[src/cio_consts.vh]
// How it works
// - Block output halves words, or sends whole words when flag set
// - Block output stops when address reaches end address
// - Whole word on 12-bit channel keeps lower half only
// - Idle channel starts block, fetch at P+3; busy fetch at P+2
// - Main control keeps running during block transfer
// - Start address becomes current address as block advances
// - Three-bit channel select picks channel 0 to 7
// - Interrupt flag raises interrupt when transfer finishes
// - Direction flag steps storage address downward
// - Character input clears accumulator, loads low six bits
// - Word input clears accumulator, loads 12 or 24 bits by width
// - Character output sends low six bits, accumulator kept
// - Word output sends 12 or 24 bits by width, accumulator kept
// - Accumulator transfer fetches at P+3 when done, P+2 if busy
// - Mode bit 18 set, bit 20 clear works on both widths
// - Word input assembly: mode 0 forward, mode 2 backward
// - Word output disassembly: mode 2 forward, mode 0 backward
// - Busy while reading, writing, or reply or reject remains
`ifndef CIO_CONSTS_VH
`define CIO_CONSTS_VH
// ====================
// Operations
`define CIO_OP_BLKOUT 3'h0
`define CIO_OP_CHIN 3'h1
`define CIO_OP_WDIN 3'h2
`define CIO_OP_CHOUT 3'h3
`define CIO_OP_WDOUT 3'h4
// ====================
// Bits 18 to 20 codes
`define CIO_MODE_ASM_FWD 3'h0
`define CIO_MODE_ASM_BWD 3'h2
`define CIO_MODE_DIS_FWD 3'h2
`define CIO_MODE_DIS_BWD 3'h0
// ====================
// Output formats
`define CIO_FMT_FULL 2'h0
`define CIO_FMT_HI 2'h1
`define CIO_FMT_LO 2'h2
`define CIO_FMT_CHAR 2'h3
// ====================
// Channel widths, one bit per channel, 1 = 24-bit
`define CIO_WIDE_MASK 8'hF0
// ====================
// Register map
`define CIO_REG_CTRL 8'h00
`define CIO_REG_STATUS 8'h04
`define CIO_REG_CURADDR 8'h08
`define CIO_CTRL_RESET 32'h0000_0001
`define CIO_CTRL_EN_BIT 0
`define CIO_ST_BLK_BIT 0
`define CIO_ST_ACC_BIT 1
`define CIO_ST_CHAN_LSB 2
`define CIO_RESP_OKAY 2'h0
`define CIO_RESP_SLVERR 2'h2
`endif

[src/cio_out_fmt.v]
`timescale 1ns/10ps
`include "cio_consts.vh"
module cio_out_fmt (
  // Source
  input wire [23:0] word,
  input wire [1:0] fmt,
  input wire wide,
  // Result
  output reg [23:0] data
);
  always @* begin
    case (fmt)
      `CIO_FMT_FULL: data = wide ? word : {12'h000, word[11:0]};
      `CIO_FMT_HI: data = {12'h000, word[23:12]};
      `CIO_FMT_LO: data = {12'h000, word[11:0]};
      `CIO_FMT_CHAR: data = {18'h0_0000, word[5:0]};
      default: data = 24'h00_0000;
    endcase
  end
endmodule

[src/cio_axil_regs.v]
`timescale 1ns/10ps
`include "cio_consts.vh"
module cio_axil_regs (
  // Clock and reset
  input wire clk,
  input wire sys_rst,
  // Write channels
  input wire [7:0] s_axi_awaddr,
  input wire s_axi_awvalid,
  output wire s_axi_awready,
  input wire [31:0] s_axi_wdata,
  input wire [3:0] s_axi_wstrb,
  input wire s_axi_wvalid,
  output wire s_axi_wready,
  output reg [1:0] s_axi_bresp,
  output reg s_axi_bvalid,
  input wire s_axi_bready,
  // Read channels
  input wire [7:0] s_axi_araddr,
  input wire s_axi_arvalid,
  output wire s_axi_arready,
  output reg [31:0] s_axi_rdata,
  output reg [1:0] s_axi_rresp,
  output reg s_axi_rvalid,
  input wire s_axi_rready,
  // Block side
  input wire [31:0] status_word,
  input wire [31:0] curaddr_word,
  output reg [31:0] ctrl_reg
);
  reg aw_got_reg;
  reg w_got_reg;
  reg [7:0] aw_addr_reg;
  reg [31:0] w_data_reg;
  reg w_strb0_reg;
  wire [7:0] ar_word;
  assign s_axi_awready = ~aw_got_reg & ~s_axi_bvalid;
  assign s_axi_wready = ~w_got_reg & ~s_axi_bvalid;
  assign s_axi_arready = ~s_axi_rvalid;
  assign ar_word = {s_axi_araddr[7:2], 2'h0};
  // ====================
  // Write path, address and data in either order
  always @(posedge clk or posedge sys_rst) begin
    if (sys_rst) begin
      aw_got_reg <= 1'b0;
      w_got_reg <= 1'b0;
      aw_addr_reg <= 8'h00;
      w_data_reg <= 32'h0000_0000;
      w_strb0_reg <= 1'b0;
      s_axi_bvalid <= 1'b0;
      s_axi_bresp <= `CIO_RESP_OKAY;
      ctrl_reg <= `CIO_CTRL_RESET;
    end else begin
      if (s_axi_awvalid & s_axi_awready) begin
        aw_got_reg <= 1'b1;
        aw_addr_reg <= {s_axi_awaddr[7:2], 2'h0};
      end
      if (s_axi_wvalid & s_axi_wready) begin
        w_got_reg <= 1'b1;
        w_data_reg <= s_axi_wdata;
        w_strb0_reg <= s_axi_wstrb[0];
      end
      if (aw_got_reg & w_got_reg & ~s_axi_bvalid) begin
        aw_got_reg <= 1'b0;
        w_got_reg <= 1'b0;
        s_axi_bvalid <= 1'b1;
        if (aw_addr_reg == `CIO_REG_CTRL && w_strb0_reg) begin
          ctrl_reg <= {31'h0000_0000, w_data_reg[`CIO_CTRL_EN_BIT]};
        end
        // Aligned map is contiguous, so anything past the last word is unmapped
        s_axi_bresp <= (aw_addr_reg > `CIO_REG_CURADDR) ? `CIO_RESP_SLVERR : `CIO_RESP_OKAY;
      end else if (s_axi_bvalid & s_axi_bready) begin
        s_axi_bvalid <= 1'b0;
      end
    end
  end
  // ====================
  // Read path, one cycle after address
  always @(posedge clk or posedge sys_rst) begin
    if (sys_rst) begin
      s_axi_rvalid <= 1'b0;
      s_axi_rdata <= 32'h0000_0000;
      s_axi_rresp <= `CIO_RESP_OKAY;
    end else if (s_axi_arvalid & s_axi_arready) begin
      s_axi_rvalid <= 1'b1;
      s_axi_rresp <= `CIO_RESP_OKAY;
      case (ar_word)
        `CIO_REG_CTRL: s_axi_rdata <= ctrl_reg;
        `CIO_REG_STATUS: s_axi_rdata <= status_word;
        `CIO_REG_CURADDR: s_axi_rdata <= curaddr_word;
        default: begin
          s_axi_rdata <= 32'h0000_0000;
          s_axi_rresp <= `CIO_RESP_SLVERR;
        end
      endcase
    end else if (s_axi_rvalid & s_axi_rready) begin
      s_axi_rvalid <= 1'b0;
    end
  end
endmodule

[src/cio_unit.v]
`timescale 1ns/10ps
`include "cio_consts.vh"
module cio_unit (
  // Clock and reset
  input wire clk,
  input wire sys_rst,
  // Instruction issue from main control
  input wire instr_valid,
  output wire instr_ready,
  input wire [2:0] instr_op,
  input wire [2:0] instr_channel_select,
  input wire instr_backward,
  input wire instr_no_assembly,
  input wire instr_interrupt,
  input wire [2:0] instr_mode,
  input wire [16:0] instr_first_addr,
  input wire [16:0] instr_end_addr,
  input wire [23:0] acc_in,
  // Results to main control
  output reg next_instruction_fetch,
  output reg next_fetch_plus3,
  output reg acc_load_valid,
  output reg [23:0] acc_load_data,
  output reg xfer_interrupt,
  // Channel status
  input wire [7:0] chan_rw_active,
  input wire [7:0] chan_reply_pending,
  // Storage read port
  output wire mem_rd_req,
  output wire [16:0] mem_rd_addr,
  input wire mem_rd_ack,
  input wire [23:0] mem_rd_data,
  // Channel output
  output wire ch_out_valid,
  output wire [23:0] ch_out_data,
  output wire [2:0] ch_out_chan,
  input wire ch_out_ready,
  // Channel input
  input wire ch_in_valid,
  input wire [23:0] ch_in_data,
  input wire [2:0] ch_in_chan,
  output wire ch_in_ready,
  // Register bus
  input wire [7:0] s_axi_awaddr,
  input wire s_axi_awvalid,
  output wire s_axi_awready,
  input wire [31:0] s_axi_wdata,
  input wire [3:0] s_axi_wstrb,
  input wire s_axi_wvalid,
  output wire s_axi_wready,
  output wire [1:0] s_axi_bresp,
  output wire s_axi_bvalid,
  input wire s_axi_bready,
  input wire [7:0] s_axi_araddr,
  input wire s_axi_arvalid,
  output wire s_axi_arready,
  output wire [31:0] s_axi_rdata,
  output wire [1:0] s_axi_rresp,
  output wire s_axi_rvalid,
  input wire s_axi_rready
);
  // ====================
  // States
  localparam B_IDLE = 3'h0, B_READ = 3'h1, B_SEND1 = 3'h2, B_SEND2 = 3'h3, B_STEP = 3'h4;
  localparam A_IDLE = 3'h0, A_OUT1 = 3'h1, A_OUT2 = 3'h2, A_IN1 = 3'h3, A_IN2 = 3'h4;
  localparam [7:0] WIDE = `CIO_WIDE_MASK;
  // ====================
  // Declarations
  reg [2:0] blk_state_reg, blk_chan_reg, acc_state_reg, acc_chan_reg, out_chan_reg;
  reg [16:0] blk_addr_reg, blk_end_reg;
  reg [23:0] blk_word_reg, acc_word_reg, out_data_reg;
  reg blk_back_reg, blk_whole_reg, blk_int_reg, acc_char_reg, acc_wide_reg, acc_split_reg, acc_fwd_reg;
  reg acc_int_reg, out_valid_reg, out_owner_blk_reg;
  wire [1:0] blk_fmt, acc_fmt;
  wire [16:0] blk_addr_next;
  wire [31:0] ctrl_reg;
  wire [23:0] blk_fmt_data, acc_fmt_data;
  wire unit_en, sel_busy, accept, blk_sending, acc_sending, grant_blk, grant_acc, out_done;
  wire blk_sent, acc_sent, in_take, sel_wide, blk_wide, blk_irq;
  // ====================
  // Channel selection and busy test
  assign unit_en = ctrl_reg[`CIO_CTRL_EN_BIT];
  assign sel_busy = chan_rw_active[instr_channel_select] | chan_reply_pending[instr_channel_select] |
    (blk_state_reg != B_IDLE && (blk_chan_reg == instr_channel_select || instr_op == `CIO_OP_BLKOUT)) |
    ~unit_en;
  assign sel_wide = WIDE[instr_channel_select];
  assign blk_wide = WIDE[blk_chan_reg];
  // Block runs alone so accumulator work keeps flowing beside it
  assign instr_ready = (acc_state_reg == A_IDLE);
  assign accept = instr_valid & instr_ready;
  // ====================
  // Shared output port, block first
  assign blk_sending = (blk_state_reg == B_SEND1) || (blk_state_reg == B_SEND2);
  assign acc_sending = (acc_state_reg == A_OUT1) || (acc_state_reg == A_OUT2);
  assign grant_blk = ~out_valid_reg & blk_sending;
  assign grant_acc = ~out_valid_reg & ~blk_sending & acc_sending;
  assign out_done = out_valid_reg & ch_out_ready;
  assign blk_sent = out_done & out_owner_blk_reg;
  assign acc_sent = out_done & ~out_owner_blk_reg;
  assign ch_out_valid = out_valid_reg;
  assign ch_out_data = out_data_reg;
  assign ch_out_chan = out_chan_reg;
  assign mem_rd_req = (blk_state_reg == B_READ);
  assign mem_rd_addr = blk_addr_reg;
  assign ch_in_ready = ((acc_state_reg == A_IN1) || (acc_state_reg == A_IN2)) && (ch_in_chan == acc_chan_reg);
  assign in_take = ch_in_valid & ch_in_ready;
  // ====================
  // Output formats
  assign blk_fmt = blk_whole_reg ? `CIO_FMT_FULL :
    ((blk_state_reg == B_SEND1) ^ blk_back_reg) ? `CIO_FMT_HI : `CIO_FMT_LO;
  assign acc_fmt = acc_char_reg ? `CIO_FMT_CHAR :
    !acc_split_reg ? `CIO_FMT_FULL :
    ((acc_state_reg == A_OUT1) ^ ~acc_fwd_reg) ? `CIO_FMT_HI : `CIO_FMT_LO;
  assign blk_addr_next = blk_back_reg ? blk_addr_reg - 17'h0_0001 : blk_addr_reg + 17'h0_0001;
  assign blk_irq = blk_int_reg && blk_state_reg == B_STEP && blk_addr_next == blk_end_reg ||
    instr_interrupt && blk_state_reg == B_IDLE && accept && instr_op == `CIO_OP_BLKOUT && !sel_busy &&
    instr_first_addr == instr_end_addr;
  cio_out_fmt u_blk_fmt (
    .word(blk_word_reg),
    .fmt(blk_fmt),
    .wide(blk_wide),
    .data(blk_fmt_data)
  );
  cio_out_fmt u_acc_fmt (
    .word(acc_word_reg),
    .fmt(acc_fmt),
    .wide(acc_wide_reg),
    .data(acc_fmt_data)
  );
  // ====================
  // Output register
  always @(posedge clk or posedge sys_rst) begin
    if (sys_rst) begin
      out_valid_reg <= 1'b0;
      out_owner_blk_reg <= 1'b0;
      out_data_reg <= 24'h00_0000;
      out_chan_reg <= 3'h0;
    end else if (out_done) begin
      out_valid_reg <= 1'b0;
    end else if (grant_blk) begin
      out_valid_reg <= 1'b1;
      out_owner_blk_reg <= 1'b1;
      out_data_reg <= blk_fmt_data;
      out_chan_reg <= blk_chan_reg;
    end else if (grant_acc) begin
      out_valid_reg <= 1'b1;
      out_owner_blk_reg <= 1'b0;
      out_data_reg <= acc_fmt_data;
      out_chan_reg <= acc_chan_reg;
    end
  end
  // ====================
  // Block output engine
  always @(posedge clk or posedge sys_rst) begin
    if (sys_rst) begin
      blk_state_reg <= B_IDLE;
      blk_addr_reg <= 17'h0_0000;
      blk_end_reg <= 17'h0_0000;
      blk_chan_reg <= 3'h0;
      blk_back_reg <= 1'b0;
      blk_whole_reg <= 1'b0;
      blk_int_reg <= 1'b0;
      blk_word_reg <= 24'h00_0000;
    end else begin
      case (blk_state_reg)
        B_IDLE: begin
          if (accept && instr_op == `CIO_OP_BLKOUT && !sel_busy) begin
            blk_addr_reg <= instr_first_addr;
            blk_end_reg <= instr_end_addr;
            blk_chan_reg <= instr_channel_select;
            blk_back_reg <= instr_backward;
            blk_whole_reg <= instr_no_assembly;
            blk_int_reg <= instr_interrupt;
            // Empty block sends nothing
            if (instr_first_addr != instr_end_addr) begin
              blk_state_reg <= B_READ;
            end
          end
        end
        B_READ: begin
          if (mem_rd_ack) begin
            blk_word_reg <= mem_rd_data;
            blk_state_reg <= B_SEND1;
          end
        end
        B_SEND1: begin
          if (blk_sent) begin
            blk_state_reg <= blk_whole_reg ? B_STEP : B_SEND2;
          end
        end
        B_SEND2: begin
          if (blk_sent) begin
            blk_state_reg <= B_STEP;
          end
        end
        B_STEP: begin
          blk_addr_reg <= blk_addr_next;
          blk_state_reg <= (blk_addr_next == blk_end_reg) ? B_IDLE : B_READ;
        end
        default: blk_state_reg <= B_IDLE;
      endcase
    end
  end
  // ====================
  // Accumulator transfers and fetch control
  always @(posedge clk or posedge sys_rst) begin
    if (sys_rst) begin
      acc_state_reg <= A_IDLE;
      acc_chan_reg <= 3'h0;
      acc_char_reg <= 1'b0;
      acc_wide_reg <= 1'b0;
      acc_split_reg <= 1'b0;
      acc_fwd_reg <= 1'b0;
      acc_int_reg <= 1'b0;
      acc_word_reg <= 24'h00_0000;
      acc_load_valid <= 1'b0;
      acc_load_data <= 24'h00_0000;
      next_instruction_fetch <= 1'b0;
      next_fetch_plus3 <= 1'b0;
      xfer_interrupt <= 1'b0;
    end else begin
      acc_load_valid <= 1'b0;
      next_instruction_fetch <= 1'b0;
      xfer_interrupt <= blk_irq;
      case (acc_state_reg)
        A_IDLE: begin
          if (accept) begin
            acc_chan_reg <= instr_channel_select;
            acc_char_reg <= (instr_op == `CIO_OP_CHIN) || (instr_op == `CIO_OP_CHOUT);
            acc_wide_reg <= sel_wide;
            acc_int_reg <= instr_interrupt;
            acc_word_reg <= acc_in;
            acc_load_data <= 24'h00_0000;
            if (instr_op == `CIO_OP_WDIN) begin
              acc_split_reg <= sel_wide && (instr_mode == `CIO_MODE_ASM_FWD || instr_mode == `CIO_MODE_ASM_BWD);
              acc_fwd_reg <= (instr_mode == `CIO_MODE_ASM_FWD);
            end else begin
              acc_split_reg <= sel_wide && (instr_mode == `CIO_MODE_DIS_FWD || instr_mode == `CIO_MODE_DIS_BWD);
              acc_fwd_reg <= (instr_mode == `CIO_MODE_DIS_FWD);
            end
            if (sel_busy) begin
              next_instruction_fetch <= 1'b1;
              next_fetch_plus3 <= 1'b0;
            end else if (instr_op == `CIO_OP_BLKOUT) begin
              next_instruction_fetch <= 1'b1;
              next_fetch_plus3 <= 1'b1;
            end else if (instr_op == `CIO_OP_CHIN || instr_op == `CIO_OP_WDIN) begin
              acc_state_reg <= A_IN1;
            end else if (instr_op == `CIO_OP_CHOUT || instr_op == `CIO_OP_WDOUT) begin
              acc_state_reg <= A_OUT1;
            end else begin
              next_instruction_fetch <= 1'b1;
              next_fetch_plus3 <= 1'b0;
            end
          end
        end
        A_OUT1: begin
          if (acc_sent) begin
            if (acc_split_reg) begin
              acc_state_reg <= A_OUT2;
            end else begin
              acc_state_reg <= A_IDLE;
              next_instruction_fetch <= 1'b1;
              next_fetch_plus3 <= 1'b1;
              xfer_interrupt <= acc_int_reg;
            end
          end
        end
        A_OUT2: begin
          if (acc_sent) begin
            acc_state_reg <= A_IDLE;
            next_instruction_fetch <= 1'b1;
            next_fetch_plus3 <= 1'b1;
            xfer_interrupt <= acc_int_reg;
          end
        end
        A_IN1: begin
          if (in_take) begin
            if (acc_char_reg) begin
              acc_load_data <= {18'h0_0000, ch_in_data[5:0]};
            end else if (acc_split_reg) begin
              acc_load_data <= acc_fwd_reg ? {ch_in_data[11:0], 12'h000} : {12'h000, ch_in_data[11:0]};
            end else if (acc_wide_reg) begin
              acc_load_data <= ch_in_data;
            end else begin
              acc_load_data <= {12'h000, ch_in_data[11:0]};
            end
            if (acc_split_reg && !acc_char_reg) begin
              acc_state_reg <= A_IN2;
            end else begin
              acc_state_reg <= A_IDLE;
              acc_load_valid <= 1'b1;
              next_instruction_fetch <= 1'b1;
              next_fetch_plus3 <= 1'b1;
              xfer_interrupt <= acc_int_reg;
            end
          end
        end
        A_IN2: begin
          if (in_take) begin
            acc_load_data <= acc_fwd_reg ? {acc_load_data[23:12], ch_in_data[11:0]} :
              {ch_in_data[11:0], acc_load_data[11:0]};
            acc_state_reg <= A_IDLE;
            acc_load_valid <= 1'b1;
            next_instruction_fetch <= 1'b1;
            next_fetch_plus3 <= 1'b1;
            xfer_interrupt <= acc_int_reg;
          end
        end
        default: acc_state_reg <= A_IDLE;
      endcase
      // Both engines finishing together share one pulse, not lost to the accumulator flag
      if (blk_irq) xfer_interrupt <= 1'b1;
    end
  end
  // ====================
  // Register bus
  cio_axil_regs u_regs (
    .clk(clk),
    .sys_rst(sys_rst),
    .s_axi_awaddr(s_axi_awaddr),
    .s_axi_awvalid(s_axi_awvalid),
    .s_axi_awready(s_axi_awready),
    .s_axi_wdata(s_axi_wdata),
    .s_axi_wstrb(s_axi_wstrb),
    .s_axi_wvalid(s_axi_wvalid),
    .s_axi_wready(s_axi_wready),
    .s_axi_bresp(s_axi_bresp),
    .s_axi_bvalid(s_axi_bvalid),
    .s_axi_bready(s_axi_bready),
    .s_axi_araddr(s_axi_araddr),
    .s_axi_arvalid(s_axi_arvalid),
    .s_axi_arready(s_axi_arready),
    .s_axi_rdata(s_axi_rdata),
    .s_axi_rresp(s_axi_rresp),
    .s_axi_rvalid(s_axi_rvalid),
    .s_axi_rready(s_axi_rready),
    .status_word({27'h000_0000, blk_chan_reg, (acc_state_reg != A_IDLE), (blk_state_reg != B_IDLE)}),
    .curaddr_word({15'h0000, blk_addr_reg}),
    .ctrl_reg(ctrl_reg)
  );
endmodule

[config.mk]
export PLATFORM = sky130hd
export DESIGN_NAME = cio_unit
export DESIGN_NICKNAME = d
export VERILOG_FILES = /design/src/cio_out_fmt.v /design/src/cio_axil_regs.v /design/src/cio_unit.v
export VERILOG_INCLUDE_DIRS = /design/src
export SDC_FILE = /design/constraint.sdc
export NUM_CORES = 1
export LEC_CHECK = 0
export BUFFER_PORTS_ARGS = -buffer_cell sky130_fd_sc_hd__buf_4
export CORE_MARGIN = 2
export CORE_UTILIZATION = 40
export CTS_BUF_LIST = sky130_fd_sc_hd__clkbuf_16
export DETAILED_ROUTE_END_ITERATION = 12
export PLACE_DENSITY_LB_ADDON = 0.3
export SYNTH_ARGS = -nofsm -noshare
export SYNTH_HDL_FRONTEND = slang
export SYNTH_SLANG_ARGS = --single-unit
[constraint.sdc]
create_clock -name clk -period 14.9 [get_ports clk]
set_input_delay 0 -clock clk [delete_from_list [all_inputs] [get_ports clk]]
set_output_delay 0 -clock clk [all_outputs]
set_load 0.02 [all_outputs]
==> results.sh <==
export IMPL_status="completed"
export IMPL_relSlewSlack_pct=20.8
export IMPL_htreeDepth=4
export IMPL_cts_resized=0
export IMPL_r2r_slack_ps=10490
export IMPL_cp_end_kind="flop"
export IMPL_cts_tree="done"
export IMPL_clockBufferDepth=2
export IMPL_grt_antenna_before_repair=1
export IMPL_grt_max_degree=132
export IMPL_slowest_delay_ps=940
export IMPL_grt_usage_pct=24.2
export IMPL_syn_to_final_growth_pct=41.4
export IMPL_timing_fmax_mhz=227
export IMPL_synth_mux_area_share_pct=7.48
export IMPL_grt_pass1_vias=9372
export IMPL_max_cap_violations=0
export IMPL_yosysSeqAreaShare_pct=47.4
export IMPL_clk_latency_ps=450
export IMPL_final_cell_mix="buf_4, nand2_1, dfrtp_1, dlygate4sd3_1, nor2_1"
export IMPL_crit_fanout=23
export IMPL_drive_gt1_share_pct=25.2
export IMPL_cp_cell_sequence="inv_1 > fa_1 > nand2b_1 > a21oi_1 > o21ai_0 > a41o_1 > nor4_1 > nand4_1 > nor4b_1 > a31oi_1"
export IMPL_p_per_area_nw_per_um2=180
export IMPL_fin_crit_sh_pct=29.6
export IMPL_p_total_mw=2.56
export IMPL_numPortBuffers=261
export IMPL_min_path_cells=3
export IMPL_critPathKind="reg -> reg"
export IMPL_die_width_um=162
export IMPL_period_needed_ps=4410
export IMPL_clock_sinks=190
export IMPL_dr_total_vias=9402
export IMPL_finalSetupTns_ps=0
export IMPL_synth_top_area_share_pct=47.1
export IMPL_totalWireLength_um=31500
export IMPL_cp_required_ps=15190
export IMPL_synth_fa_ha_area_share_pct=2.07
export IMPL_grt_pass1_wl_um=49800
export IMPL_overflow=0
export IMPL_yosysWarnings=0
export IMPL_synth_cell_types=69
export IMPL_drtIter0Drc=665
export IMPL_rsz0062_at_grt="false"
export IMPL_synth_edf_count=0
export IMPL_avgSynthCellArea_sq_um=9.51
export IMPL_synthSimpleGateAreaFrac_pct=17.2
export IMPL_synth_top_family_by_area="simple AND/OR/NAND/NOR gates"
export IMPL_synth_xor_area_share_pct=4.85
export IMPL_drt_pass1_iterations=5
export IMPL_synth_compound_area_share_pct=16.6
export IMPL_place_congestion=0.903
export IMPL_async_reset_ff_share_pct=100
export IMPL_start_util_pct=41.1
export IMPL_dp_hpwl_um=21700
export IMPL_routed_via_density=5.33
export IMPL_finalSetupViolCount=0
export IMPL_hold_path_class="in -> reg"
export IMPL_critPathSlowestCell="dfrtp_1"
export IMPL_leakage_nw=6.80
export IMPL_drcViolationCount=0
export IMPL_cts_root_buf="clkbuf_16"
export IMPL_cts_clk_slew_worst_paths_ps=80
export IMPL_hold_end="next_instruction_fetch"
export IMPL_yosysTopAreaCell="dfrtp_1"
export IMPL_nets=1643
export IMPL_die_height_um=162
export IMPL_skew_ps=19.6
export IMPL_finalHoldViolations=0
export IMPL_wl_per_cell_um=17.8
export IMPL_vdd_drop_max_v=0.0000898
export IMPL_crit_start="blk_back_reg"
export IMPL_cp_start_kind="flop"
export IMPL_synthesis_area_sq_um=10000
export IMPL_worst_pin_slew_ps=1190
export IMPL_holdCritStartpoint="instr_valid"
export IMPL_final_common_cell="buf_4"
export IMPL_detail_route_antenna_nets=0
export IMPL_critical_path_arrival_ps=4710
export IMPL_cts_inserted_buffers=17
export IMPL_die_area_sq_um=26400
export IMPL_reg2regPathDepth=10
export IMPL_ys_seq_elements=190
export IMPL_drv_slew=0
export IMPL_synthCells=1056
export IMPL_core_area_sq_um=24500
export IMPL_rows=57
export IMPL_synthTopCellsByArea="dfrtp_1, nand2_1, mux2_2"
export IMPL_dominantRegCellSynth="dfrtp_1"
export IMPL_r2r_start="blk_back_reg"
export IMPL_reg2reg_to="blk_state_reg[0]"
export IMPL_io_pin_count=317
==> how the worst max path moves through the flow <==
stage,endpoint
6_report,blk_state_reg[0]
5_1_grt,blk_state_reg[0]
4_1_cts,blk_state_reg[0]
3_5_place_dp,blk_state_reg[0]
3_3_place_gp,blk_state_reg[0]
2_1_floorplan,acc_chan_reg[0]
==> critical path, delay by kind of cell (launching register included) <==
kind | cells | cell delay, ps
AND/OR/NAND/NOR | 4 | 1170
buffers and inverters | 1 | 280
AO/OA/AOI/OAI | 4 | 1390
flip-flops | 1 | 940
adder cells (fa/ha/maj) | 1 | 480
==> stage by stage <==
stage	std cells	setup slack (ps)	area [sq um]	hold slack, ps	util (%)
finish	1765	10490	14200	56.9	58.0
detailed placement	1597	10700	12200	192	49.9
global placement	1597	10690	12200	183	49.9
floorplan	1072	9730	10100	96.4	-
global route	1765	10270	14200	64.2	58.0
CTS	1764	10640	14200	42.7	58.0
==> what timing repair did <==
| action | in CTS | in global routing |
|---|---|---|
| setup buffers | 0 | 0 |
| hold endpoints to repair | 266 | 0 |
| hold buffers | 135 | 0 |
==> cell families after synthesis <==
group                    Yosys count
AND/OR/NAND/NOR                  384
flip-flops                       190
multiplexers                      69
adder cells (fa/ha/maj)           16
AO/OA/AOI/OAI                    246
other                              1
buffers and inverters             96
XOR/XNOR                          54
==> cell type report <==
type | instances | area [sq um]
well taps | 324 | 405
clock inverters | 15 | 205
clock buffers | 17 | 425
repair buffers | 405 | 3380
inverters | 27 | 109
flip-flops and latches | 190 | 4760
diodes | 1 | 2.50
fillers | 2167 | 10300
multi-input cells | 786 | 4910
==> per-layer routing <==
metal,up-vias,track usage (%),wire length [um]
met3,67,4.23,1990
li1,4438,-,-
met1,4552,32.0,13600
met5,-,0,0
met2,345,39.6,14800
met4,0,9.81,1020
==> power by group <==
group | switching (mW) | internal, mW | total (mW)
clock network | 0.252 | 0.233 | 0.484
logic | 0.691 | 0.542 | 1.23
registers | 0.151 | 0.686 | 0.838
total | 1.09 | 1.46 | 2.56
==> cell usage after synthesis, drive strengths merged (2+ instances only) <==
cell     number
nor2         66
or2           8
a21boi        8
nand3        21
mux2i        30
xnor2        23
inv          27
clkbuf       46
nand2b       11
mux2         38
or3           5
a211oi        9
a21o         11
a221o        12
a22o         12
a41o          3
dfrtp       189
o211ai       12
o2111ai       3
o31ai         5
nand3b        3
nor3         18
nand2       205
o21ai        67
ha           15
a31oi         3
nand4b        2
nand4         4
nor3b         3
and2         11
nor2b         9
o22a          5
a32oi         2
xor2         30
and3          4
a31o          4
a21oi        39
a22oi        36
or4           4
o21a          2
nor4          7
buf          23
nor4b         2
o22ai         3
Note: power is estimated with default switching activity, not from simulation.
